[src/shared/itm_pkg.sv]
// package: constants and types of the interval timer counter channel
package itm_pkg;
   // ----------------------------------------------------------------
   // bus decode
   // ----------------------------------------------------------------
   localparam logic [1:0]  ADDR_CTL   = 2'h3;
   localparam logic [1:0]  SC_RDBACK  = 2'h3;
   localparam logic [1:0]  RW_LATCH   = 2'h0;
   localparam logic [1:0]  RW_LSB     = 2'h1;
   localparam logic [1:0]  RW_MSB     = 2'h2;
   localparam logic [1:0]  RW_BOTH    = 2'h3;
   localparam int          RB_NO_CNT  = 5;
   localparam int          RB_NO_ST   = 4;
   localparam int          RB_SEL_LO  = 1;
   // ----------------------------------------------------------------
   // modes, reset values, counts
   // ----------------------------------------------------------------
   localparam logic [2:0]  MODE_0     = 3'h0;
   localparam logic [2:0]  MODE_1     = 3'h1;
   localparam logic [2:0]  MODE_2     = 3'h2;
   localparam logic [2:0]  MODE_3     = 3'h3;
   localparam logic [2:0]  MODE_4     = 3'h4;
   localparam logic [2:0]  MODE_5     = 3'h5;
   localparam logic [1:0]  RST_FMT    = 2'h1;
   localparam logic [2:0]  RST_MODE   = 3'h0;
   localparam logic [15:0] RST_CNT    = 16'h0000;
   localparam logic [15:0] CNT_ONE    = 16'h0001;
   localparam logic [15:0] CNT_TWO    = 16'h0002;
   localparam logic [1:0]  STEP_ONE   = 2'h1;
   localparam logic [1:0]  STEP_TWO   = 2'h2;
   localparam int          SYNC_W     = 15;
   localparam logic [14:0] SYNC_RST   = 15'h7000;
   localparam logic [1:0]  RST_SYNC   = 2'h0;

   typedef enum logic [2:0] {
      ST_IDLE = 3'b001,
      ST_WAIT = 3'b010,
      ST_RUN  = 3'b100
   } itm_run_t;
endpackage : itm_pkg

[src/shared/itm_rd_if.sv]
// interface: count and status readout path between channel core and readout latch
`timescale 1ns/1ps
interface itm_rd_if;
   logic [15:0] ce_val;
   logic [7:0]  status;
   logic [1:0]  fmt;
   logic        latch_cnt;
   logic        latch_st;
   logic        ctl_wr;
   logic        rd_done;
   logic [7:0]  rd_byte;

   modport core (output ce_val, status, fmt, latch_cnt, latch_st, ctl_wr, rd_done,
                 input rd_byte);
   modport rdo  (input ce_val, status, fmt, latch_cnt, latch_st, ctl_wr, rd_done,
                 output rd_byte);
endinterface : itm_rd_if

[src/itm_pin_sync.sv]
// module: two-flop synchroniser for a group of pin inputs
`timescale 1ns/1ps
module itm_pin_sync #(
   parameter int               WIDTH   = 1,
   parameter logic [WIDTH-1:0] RST_VAL = '0
) (
   input  wire logic             clk_i,
   input  wire logic             rst_n_i,
   input  wire logic [WIDTH-1:0] din_i,
   output logic      [WIDTH-1:0] dout_o
);
   for (genvar i = 0; i < WIDTH; i++) begin : g_bit
      logic meta_q;
      logic sync_q;
      // first stage feeds only the second stage
      always_ff @(posedge clk_i or negedge rst_n_i) begin
         if (!rst_n_i) begin
            meta_q <= RST_VAL[i];
            sync_q <= RST_VAL[i];
         end else begin
            meta_q <= din_i[i];
            sync_q <= meta_q;
         end
      end
      assign dout_o[i] = sync_q;
   end
endmodule : itm_pin_sync

[src/itm_readout.sv]
// module: read latch, status latch and read byte sequencing of one counter
`timescale 1ns/1ps
module itm_readout
   import itm_pkg::*;
(
   input  wire logic clk_i,
   input  wire logic rst_n_i,
   itm_rd_if.rdo     rd
);
   logic [15:0] latch_q, latch_d;
   logic [7:0]  st_q, st_d;
   logic        cnt_lat_q, cnt_lat_d;
   logic        st_lat_q, st_lat_d;
   logic        rhi_q, rhi_d;
   logic [15:0] src;

   // ----------------------------------------------------------------
   // latch state
   // ----------------------------------------------------------------
   always_comb begin
      latch_d   = latch_q;
      st_d      = st_q;
      cnt_lat_d = cnt_lat_q;
      st_lat_d  = st_lat_q;
      rhi_d     = rhi_q;
      if (rd.ctl_wr) begin
         cnt_lat_d = 1'b0;
         st_lat_d  = 1'b0;
         rhi_d     = 1'b0;
      end else begin
         if (rd.rd_done) begin
            if (st_lat_q) begin
               st_lat_d = 1'b0;
            end else if (rd.fmt == RW_BOTH && !rhi_q) begin
               rhi_d = 1'b1;
            end else begin
               rhi_d     = 1'b0;
               cnt_lat_d = 1'b0;
            end
         end
         // a second latch before the read is dropped
         if (rd.latch_cnt && !cnt_lat_d) begin
            latch_d   = rd.ce_val;
            cnt_lat_d = 1'b1;
         end
         if (rd.latch_st && !st_lat_d) begin
            st_d     = rd.status;
            st_lat_d = 1'b1;
         end
      end
   end

   always_ff @(posedge clk_i or negedge rst_n_i) begin
      if (!rst_n_i) begin
         latch_q   <= RST_CNT;
         st_q      <= '0;
         cnt_lat_q <= 1'b0;
         st_lat_q  <= 1'b0;
         rhi_q     <= 1'b0;
      end else begin
         latch_q   <= latch_d;
         st_q      <= st_d;
         cnt_lat_q <= cnt_lat_d;
         st_lat_q  <= st_lat_d;
         rhi_q     <= rhi_d;
      end
   end

   // ----------------------------------------------------------------
   // read byte select
   // ----------------------------------------------------------------
   // unlatched reads see the live count; only safe with counting halted
   assign src = cnt_lat_q ? latch_q : rd.ce_val;
   always_comb begin
      if (st_lat_q) begin
         rd.rd_byte = st_q;
      end else if (rd.fmt == RW_MSB || (rd.fmt == RW_BOTH && rhi_q)) begin
         rd.rd_byte = src[15:8];
      end else begin
         rd.rd_byte = src[7:0];
      end
   end

   latch_hold_a: assert property (@(posedge clk_i) disable iff (!rst_n_i)
      rd.latch_cnt && cnt_lat_q && !rd.ctl_wr && !rd.rd_done |=> latch_q == $past(latch_q))
      else $error("count latch changed while already latched");
   status_first_a: assert property (@(posedge clk_i) disable iff (!rst_n_i)
      st_lat_q && cnt_lat_q |-> rd.rd_byte == st_q)
      else $error("status not returned first");
endmodule : itm_readout

[src/itm_timer.sv]
// module: one counter channel of a programmable 16-bit down-counting interval timer
// ----------------------------------------------------------------
// ----------------------------------------------------------------
`timescale 1ns/1ps
module itm_timer
   import itm_pkg::*;
#(
   parameter logic [1:0] CHAN = 2'h0
) (
   input  wire logic       clk_sys_i,
   input  wire logic       rst_n_i,
   input  wire logic       cs_n_i,
   input  wire logic       rd_n_i,
   input  wire logic       wr_n_i,
   input  wire logic [1:0] addr_i,
   input  wire logic [7:0] data_i,
   output logic      [7:0] data_o,
   output logic            data_oe_o,
   input  wire logic       cnt_clk_i,
   input  wire logic       gate_i,
   output logic            cnt_out_o
);
   logic [1:0]        rst_q;
   logic              rst_n_q;
   logic [SYNC_W-1:0] bus_s, bus_p_q;
   logic              cs_s, rd_s, wr_s, cck_s, gate_s;
   logic              cs_p, rd_p, wr_p, cck_p, gate_p;
   logic [1:0]        adr_s, adr_p;
   logic [7:0]        dat_s, dat_p;
   logic              tick, gate_rise, wr_evt, rd_evt, reading;
   logic              cw_self, cnt_wr, rb_hit;
   logic [15:0]       ce_q, ce_d, cr_q, cr_d, ld_val, dec1, dec2;
   logic [1:0]        fmt_q, fmt_d;
   logic [2:0]        mode_q, mode_d, m;
   logic              bcd_q, bcd_d, out_q, out_d, null_q, null_d;
   logic              load_q, load_d, trig_q, trig_d, whi_q, whi_d;
   logic              do_load, cnt_en, sq_term, sq_modes;
   logic [7:0]        data_q;
   itm_run_t          st_q, st_d;
   itm_rd_if          rd_bus ();

   // ----------------------------------------------------------------
   // reset release and pin sampling
   // ----------------------------------------------------------------
   always_ff @(posedge clk_sys_i or negedge rst_n_i) begin
      if (!rst_n_i) begin
         rst_q <= RST_SYNC;
      end else begin
         rst_q <= {rst_q[0], 1'b1};
      end
   end
   assign rst_n_q = rst_q[1];

   itm_pin_sync #(.WIDTH(SYNC_W), .RST_VAL(SYNC_RST)) u_sync (
      .clk_i   (clk_sys_i),
      .rst_n_i (rst_n_q),
      .din_i   ({cs_n_i, rd_n_i, wr_n_i, addr_i, data_i, cnt_clk_i, gate_i}),
      .dout_o  (bus_s)
   );

   always_ff @(posedge clk_sys_i or negedge rst_n_q) begin
      if (!rst_n_q) begin
         bus_p_q <= SYNC_RST;
      end else begin
         bus_p_q <= bus_s;
      end
   end
   assign {cs_s, rd_s, wr_s, adr_s, dat_s, cck_s, gate_s} = bus_s;
   assign {cs_p, rd_p, wr_p, adr_p, dat_p, cck_p, gate_p} = bus_p_q;

   // counter clocks act on the falling edge of the clock pin
   assign tick      = cck_p && !cck_s;
   assign gate_rise = gate_s && !gate_p;
   // a write takes effect at the trailing edge of the write strobe
   assign wr_evt    = wr_s && !wr_p && !cs_p;
   assign rd_evt    = rd_s && !rd_p && !cs_p && adr_p == CHAN;
   assign reading   = !cs_s && !rd_s && adr_s == CHAN;
   assign cw_self   = wr_evt && adr_p == ADDR_CTL && dat_p[7:6] == CHAN;
   assign cnt_wr    = wr_evt && adr_p == CHAN;
   assign rb_hit    = wr_evt && adr_p == ADDR_CTL && dat_p[7:6] == SC_RDBACK
                      && dat_p[RB_SEL_LO + int'(CHAN)];

   // ----------------------------------------------------------------
   // count arithmetic
   // ----------------------------------------------------------------
   function automatic logic [15:0] dec_cnt(input logic [15:0] v, input logic [1:0] step,
                                           input logic bcd);
      logic [15:0] r;
      logic [4:0]  t;
      logic [4:0]  b;
      r = v - {14'h0000, step};
      b = {3'h0, step};
      if (bcd) begin
         for (int i = 0; i < 4; i++) begin
            t = {1'b0, v[4*i +: 4]} - b;
            if (t[4]) begin
               t = t + 5'h0a;
               b = 5'h01;
            end else begin
               b = 5'h00;
            end
            r[4*i +: 4] = t[3:0];
         end
      end
      return r;
   endfunction : dec_cnt

   // modes 6 and 7 behave as 2 and 3
   assign m        = mode_q[1] ? {1'b0, mode_q[1:0]} : mode_q;
   assign sq_modes = m == MODE_2 || m == MODE_3;
   assign dec1     = dec_cnt(ce_q, STEP_ONE, bcd_q);
   assign dec2     = dec_cnt(ce_q, STEP_TWO, bcd_q);
   // odd square-wave counts run from N-1
   assign ld_val   = (m == MODE_3) ? {cr_q[15:1], 1'b0} : cr_q;
   // odd counts end the high half at 0, everything else at 2
   assign sq_term  = (out_q && cr_q[0]) ? ce_q == RST_CNT : ce_q == CNT_TWO;
   assign cnt_en   = (m == MODE_1 || m == MODE_5) ? 1'b1 : gate_s;
   assign do_load  = load_q || (trig_q && st_q != ST_IDLE && m != MODE_0
                     && m != MODE_4);

   // ----------------------------------------------------------------
   // counting element and control
   // ----------------------------------------------------------------
   always_comb begin
      logic done;
      done   = 1'b0;
      ce_d   = ce_q;
      cr_d   = cr_q;
      fmt_d  = fmt_q;
      mode_d = mode_q;
      bcd_d  = bcd_q;
      out_d  = out_q;
      null_d = null_q;
      load_d = load_q;
      trig_d = trig_q;
      whi_d  = whi_q;
      st_d   = st_q;
      if (tick) begin
         trig_d = 1'b0;
         if (do_load) begin
            // the loading clock does not decrement
            ce_d   = ld_val;
            load_d = 1'b0;
            null_d = 1'b0;
            st_d   = ST_RUN;
            if (m == MODE_1) begin
               out_d = 1'b0;
            end else if (m != MODE_0) begin
               out_d = 1'b1;
            end
         end else if (st_q == ST_RUN && cnt_en) begin
            case (m)
               MODE_2: begin
                  if (ce_q == CNT_TWO) begin
                     out_d = 1'b0;
                     ce_d  = CNT_ONE;
                  end else if (ce_q == CNT_ONE) begin
                     out_d  = 1'b1;
                     ce_d   = cr_q;
                     null_d = 1'b0;
                  end else begin
                     ce_d = dec1;
                  end
               end
               MODE_3: begin
                  if (sq_term) begin
                     out_d  = !out_q;
                     ce_d   = ld_val;
                     null_d = 1'b0;
                  end else begin
                     ce_d = dec2;
                  end
               end
               MODE_4, MODE_5: begin
                  ce_d = dec1;
                  if (!out_q) begin
                     out_d = 1'b1;
                     st_d  = ST_WAIT;
                  end else if (ce_q == CNT_ONE) begin
                     out_d = 1'b0;
                  end
               end
               default: begin
                  ce_d = dec1;
                  if (ce_q == CNT_ONE) begin
                     out_d = 1'b1;
                  end
               end
            endcase
         end
      end
      // the trigger is kept until a counter clock or a control word clears it; set wins over the clock
      if (gate_rise) begin
         trig_d = 1'b1;
      end
      if (sq_modes && !gate_s) begin
         out_d = 1'b1;
      end
      if (cw_self && dat_p[5:4] != RW_LATCH) begin
         fmt_d  = dat_p[5:4];
         mode_d = dat_p[3:1];
         bcd_d  = dat_p[0];
         ce_d   = RST_CNT;
         st_d   = ST_IDLE;
         load_d = 1'b0;
         trig_d = 1'b0;
         whi_d  = 1'b0;
         null_d = 1'b1;
         out_d  = dat_p[3:1] != MODE_0;
      end
      if (cnt_wr) begin
         case (fmt_q)
            RW_LSB: begin
               cr_d = {8'h00, dat_p};
               done = 1'b1;
            end
            RW_MSB: begin
               cr_d = {dat_p, 8'h00};
               done = 1'b1;
            end
            default: begin
               // write byte order is independent of read byte order
               whi_d = !whi_q;
               if (whi_q) begin
                  cr_d[15:8] = dat_p;
                  done       = 1'b1;
               end else begin
                  cr_d[7:0] = dat_p;
                  if (m == MODE_0) begin
                     st_d  = ST_WAIT;
                     out_d = 1'b0;
                  end
               end
            end
         endcase
         if (done) begin
            null_d = 1'b1;
            if (st_q == ST_IDLE) begin
               st_d = ST_WAIT;
            end
            // modes 1 and 5 wait for a trigger, running rate modes reload at terminal
            if (m == MODE_0 || m == MODE_4 || (sq_modes && st_q == ST_IDLE)) begin
               load_d = 1'b1;
            end
         end
      end
   end

   always_ff @(posedge clk_sys_i or negedge rst_n_q) begin
      if (!rst_n_q) begin
         ce_q   <= RST_CNT;
         cr_q   <= RST_CNT;
         fmt_q  <= RST_FMT;
         mode_q <= RST_MODE;
         bcd_q  <= 1'b0;
         out_q  <= 1'b1;
         null_q <= 1'b0;
         load_q <= 1'b0;
         trig_q <= 1'b0;
         whi_q  <= 1'b0;
         st_q   <= ST_IDLE;
      end else begin
         ce_q   <= ce_d;
         cr_q   <= cr_d;
         fmt_q  <= fmt_d;
         mode_q <= mode_d;
         bcd_q  <= bcd_d;
         out_q  <= out_d;
         null_q <= null_d;
         load_q <= load_d;
         trig_q <= trig_d;
         whi_q  <= whi_d;
         st_q   <= st_d;
      end
   end
   assign cnt_out_o = out_q;

   // ----------------------------------------------------------------
   // readout and data bus
   // ----------------------------------------------------------------
   assign rd_bus.ce_val    = ce_q;
   assign rd_bus.status    = {out_q, null_q, fmt_q, mode_q, bcd_q};
   assign rd_bus.fmt       = fmt_q;
   assign rd_bus.ctl_wr    = cw_self && dat_p[5:4] != RW_LATCH;
   assign rd_bus.latch_cnt = (cw_self && dat_p[5:4] == RW_LATCH)
                             || (rb_hit && !dat_p[RB_NO_CNT]);
   assign rd_bus.latch_st  = rb_hit && !dat_p[RB_NO_ST];
   assign rd_bus.rd_done   = rd_evt;

   itm_readout u_readout (
      .clk_i   (clk_sys_i),
      .rst_n_i (rst_n_q),
      .rd      (rd_bus)
   );

   always_ff @(posedge clk_sys_i or negedge rst_n_q) begin
      if (!rst_n_q) begin
         data_q <= 8'h00;
      end else if (reading) begin
         data_q <= rd_bus.rd_byte;
      end
   end
   assign data_o    = data_q;
   assign data_oe_o = reading;

   // ----------------------------------------------------------------
   // checks
   // ----------------------------------------------------------------
   null_set_a: assert property (@(posedge clk_sys_i) disable iff (!rst_n_q)
      rd_bus.ctl_wr |=> null_q && st_q == ST_IDLE)
      else $error("control word did not set pending load");
   null_clear_a: assert property (@(posedge clk_sys_i) disable iff (!rst_n_q)
      tick && load_q && !wr_evt |=> !null_q && st_q == ST_RUN)
      else $error("load did not clear pending load");
   strobe_low_a: assert property (@(posedge clk_sys_i) disable iff (!rst_n_q)
      tick && m == MODE_4 && st_q == ST_RUN && gate_s && out_q && ce_q == CNT_ONE
      && !load_q && !wr_evt |=> !out_q)
      else $error("strobe missing at count zero");
   strobe_end_a: assert property (@(posedge clk_sys_i) disable iff (!rst_n_q)
      tick && m == MODE_5 && !out_q && !do_load && !wr_evt |=> out_q)
      else $error("strobe longer than one clock");
   gate_force_a: assert property (@(posedge clk_sys_i) disable iff (!rst_n_q)
      sq_modes && !gate_s && !wr_evt |=> out_q)
      else $error("gate low did not force output high");
   trig_hold_a: assert property (@(posedge clk_sys_i) disable iff (!rst_n_q)
      gate_rise && !tick && !rd_bus.ctl_wr |=> trig_q)
      else $error("gate trigger lost");
   sq_step_a: assert property (@(posedge clk_sys_i) disable iff (!rst_n_q)
      tick && m == MODE_3 && st_q == ST_RUN && gate_s && !do_load && !sq_term
      && !bcd_q && !wr_evt |=> ce_q == $past(ce_q) - 16'h0002)
      else $error("square wave did not subtract two");
   load_nodec_a: assert property (@(posedge clk_sys_i) disable iff (!rst_n_q)
      tick && load_q && m == MODE_4 && !wr_evt |=> ce_q == $past(cr_q))
      else $error("loading clock decremented");
   gate_out_a: assert property (@(posedge clk_sys_i) disable iff (!rst_n_q)
      m == MODE_5 && gate_rise && !tick && !wr_evt |=> out_q == $past(out_q))
      else $error("gate changed strobe output directly");
endmodule : itm_timer

[config.mk]
export PLATFORM = sky130hd
export DESIGN_NAME = itm_timer
export DESIGN_NICKNAME = d
export VERILOG_FILES = /design/src/shared/itm_pkg.sv /design/src/shared/itm_rd_if.sv /design/src/itm_pin_sync.sv /design/src/itm_readout.sv /design/src/itm_timer.sv
export SDC_FILE = /design/constraint.sdc
export NUM_CORES = 1
export LEC_CHECK = 0
export BUFFER_PORTS_ARGS = -buffer_cell sky130_fd_sc_hd__buf_2
export CORE_ASPECT_RATIO = 1.5
export CORE_MARGIN = 2
export CORE_UTILIZATION = 40
export CTS_CLUSTER_SIZE = 30
export DETAILED_ROUTE_END_ITERATION = 12
export PLACE_DENSITY_LB_ADDON = 0.1
export RECOVER_POWER = 50
export SETUP_SLACK_MARGIN = 0.2
export SYNTH_ARGS = -nofsm -noshare
export SYNTH_HDL_FRONTEND = slang
export SYNTH_SLANG_ARGS = --single-unit
[constraint.sdc]
create_clock -name clk_sys_i -period 7.7 [get_ports clk_sys_i]
set_clock_uncertainty 0.05 [all_clocks]
set_input_delay 1.54 -clock clk_sys_i [delete_from_list [all_inputs] [get_ports clk_sys_i]]
set_output_delay 1.54 -clock clk_sys_i [all_outputs]
set_load 0.01 [all_outputs]
==> summary.txt <==
Status
  – Status: complete, but fails checks
  – Failing checks: max-capacitance violations, max-slew violations

Power and ir drop
  – Power per cell area: 324 nW/um^2
  – Net Sw Power: 0.00104 W
  – Switch share: 39.3%
  – Combinational Power Share: 33.8%
  – Int Power: 0.00161 W
  – Clk pwr share: 30.4%
  – Maximum vdd ir drop: 0.217 mV
  – Leakage: 3.44 nW
  – Sequential power share: 35.8%

Synth
  – Synth area leaders: dfrtp_1 (40%), ha_1 (4.8%), dfstp_2 (4.3%)
  – Number of synthesized flops with an enable pin: 0
  – Synth warnings: 0
  – Post-synth top area share: 39.9%
  – Sequential share of the synthesized area: 44.3%
  – Synth Instances: 765
  – Cell variety after synth: 70
  – Syn nets: 810
  – Async SR Flop Fraction: 100%
  – Synth area leader: dfrtp_1
  – Mean Syn Cell Area: 9.50 um^2
  – Register bit total from synthesis: 128
  – Most used flip-flop cell after synthesis: dfrtp_1
  – Syn Std Cell Area: 7270 um^2

STA
  – Hold_ws: 0.291 ns
  – Final min period: 4.95 ns
  – Max-slew violations: 51
  – FMAX: 202 MHz
  – # setup viols final: 0
  – Fin crit share: 64.3%
  – Max transition margin: -42.7%
  – Setup tns final: 0 ns
  – Worst-margin pin slew: 2.14 ns
  – Unrepaired setup endpoints after global routing: no
  – Final Hold Viols: 0

Drt
  – DRC violations left: 0
  – DR WL/cell: 22.0 um
  – Drt pass-1 iters: 5
  – Vias per std cell: 5.98
  – Antenna viol nets, final: 0
  – Vias: 6,031
  – DR iter-0 viols: 538
  – Drt total wl: 22,200 um

Setup path
  – Register-to-Register Path Depth: 17
  – Worst setup path endpoint: ce_q[15]
  – Cell mode on critical path: ha_1
  – Setup crit end kind: flop
  – Peak fanout along the critical path: 16
  – Slowest CP cell: dfrtp_1
  – Reg-to-Reg End: ce_q[15]
  – Crit-path max cell delay: 0.57 ns
  – Reg2reg setup slack: 2.75 ns
  – CP Launch Type: flop
  – Critical path class: flop to flop
  – Reg2reg start: ce_q[3]
  – Worst Path Arrival: 5.18 ns
  – Crit path launch: ce_q[3]
  – Worst Path Required: 7.93 ns
  – Worst-path cell chain: nor3_1, ha_1, ha_1, nor3b_1, ha_1, ha_1, nor3b_1, ha_1, ha_1, xor2_1, ha_1, nand2b_1, a211oi_1, o21bai_1, mux2i_1, o311ai_0, a22oi_1

Min path
  – Min-Delay Path Class: flop to flop
  – Worst hold start: u_sync.g_bit[8].meta_q

Global routing
  – First-pass GRT wire length: 34,500 um
  – Vias in the first global route: 5,903
  – Pin count of the biggest net entering global routing: 78
  – GRT Util Overall: 23.8%
  – Initial antenna violation count: 0
  – Global route overflow: 0

Place
  – Placer Congestion: 0.951
  – Port buffer count: 26
  – Area after DPL: 7600 um^2
  – Half-perimeter wire length after placement: 16,200 um

Die
  – Die Wd: 114 um
  – Top Ports: 27
  – Initial Utilization: 40.7%
  – Row count: 60
  – Die ar.: 19,300 um^2
  – Die H: 169 um
  – CORE AREA: 17,900 um^2

Clocking
  – CTS tree: yes
  – Clock root buffer: clkbuf_16
  – Clk_lat worst skew: 0.42 ns
  – Postcts setup bufs: 0
  – H-tree levels: 4
  – Reg clk slew, reported paths: 0.06 ns
  – TritonCTS Sinks: 128
  – Longest Clk Path Bufs: 2
  – TritonCTS Buffers: 17
  – Hold_buf cts: 0
  – CTS resizes: 0

Final layout
  – Final Core Density: 45.8%
  – Fraction of layout cells with a size suffix above 1: 14.8%
  – Antenna Cells: 0
  – Design Area, Final: 8180 um^2
  – Area grow syn2layout: 12.6%
  – Nets: 823

Run
  – Max-cap viol count: 1
[power by group through the flow]
stage	Combinational [W]	Clock, W	Sequential (W)
floorplan	0.000662	0	0.000873
global placement	0.000870	0	0.000956
detailed placement	0.000876	0	0.000960
CTS	0.000885	0.000823	0.000948
global route	0.000970	0.000854	0.000969
finish	0.000896	0.000805	0.000949
[critical path, delay by kind of cell, from the launching register on]
kind	cells	cell delay, ns
AOI/OAI and AO/OA	4	0.82
xor gates and xnor gates	1	0.10
adders and majority gates	7	1.76
DFF	1	0.57
muxes	1	0.09
and+or+nand+nor	4	1.42
[cells in the final DEF, fill, tap and decap left out, drive strengths merged, types with 9 or more instances in the layout]
master and instances:
xor2 9, nor3b 12, clkbuf 20, nand3 32, dfrtp 116, ha 28
nand2 81, a21oi 54, nor2b 9, o21ai 51, nor2 46, nand2b 13
nor3 13, a31oi 13, nand4 14, buf 40, o211ai 12, inv 35
mux2i 13, dfstp 12, mux2 16, xnor2 21, nor4 9, a211oi 10
[worst min-delay path by stage]
| stage | to | depth (start not counted) |
|---|---|---|
| after global routing | u_sync.g_bit[8].sync_q | 0 |
| after detailed placement | bus_p_q[3] | 0 |
| final | u_sync.g_bit[8].sync_q | 0 |
| after CTS | u_sync.g_bit[8].sync_q | 0 |
| after floorplan | bus_p_q[2] | 0 |
| after global placement | u_sync.g_bit[0].sync_q | 0 |
[layout make-up]
cell class / count / area, um^2
multi-input combinational: 558 / 3740
sequential: 128 / 3220
clock inverter: 14 / 158
inverter: 31 / 116
tap: 217 / 272
timing repair buffer: 42 / 245
clock buffer: 18 / 429
fill: 1752 / 9680
[per-layer routing]
layer / vias up / routed length (um) / track usage [%] / share of wire (%)
met3: 67 / 1010 / 3.69 / 4.6
met5: - / 0 / 0 / 0
met2: 238 / 11300 / 40.4 / 51
met1: 2924 / 8490 / 28.0 / 38
met4: 0 / 1370 / 15.0 / 6.1
li1: 2802 / - / - / -
[cell families (layout without fill, tap and decap cells)]
group	count (synthesis)	count (layout)	share of synthesized area, %
adders and majority gates	28	28	4.82
buffers and inverters	79	105	4.29
xor gates and xnor gates	30	30	3.62
muxes	37	37	6.75
DFF	128	128	44.3
and+or+nand+nor	262	262	18.6
AOI/OAI and AO/OA	200	200	17.6
other	1	1	0.0516
[per-stage QoR]
| stage | power (W) | cells | worst slack (ns) |
|---|---|---|---|
| after detailed placement | 0.00184 | 976 | 2.76 |
| after global routing | 0.00279 | 1008 | 2.34 |
| after global placement | 0.00183 | 976 | 3.06 |
| final | 0.00265 | 1008 | 2.75 |
| after floorplan | 0.00154 | 765 | 3.52 |
| after CTS | 0.00266 | 1008 | 2.75 |
[registers in the layout, summed over array words and instances, names as in the netlist, 2 cells and up]
name and flops:
u_sync.g_bit.meta_q 15, mode_q 3, rst_q 2, u_readout.latch_q 16, u_readout.st_q 8, ce_q 16
fmt_q 2, bus_p_q 15, cr_q 16, st_q 3, u_sync.g_bit.sync_q 15, data_o 8
[synthesized netlist by cell type, types with 14 or more instances]
| cell | n |
|---|---|
| nand3_1 | 31 |
| ha_1 | 28 |
| clkbuf_1 | 38 |
| xnor2_1 | 21 |
| inv_1 | 30 |
| a21oi_1 | 53 |
| dfrtp_1 | 116 |
| mux2_2 | 16 |
| nor2_1 | 46 |
| o21ai_0 | 51 |
| nand4_1 | 14 |
| nand2_1 | 81 |
Note: power is estimated with default switching activity, not from simulation.
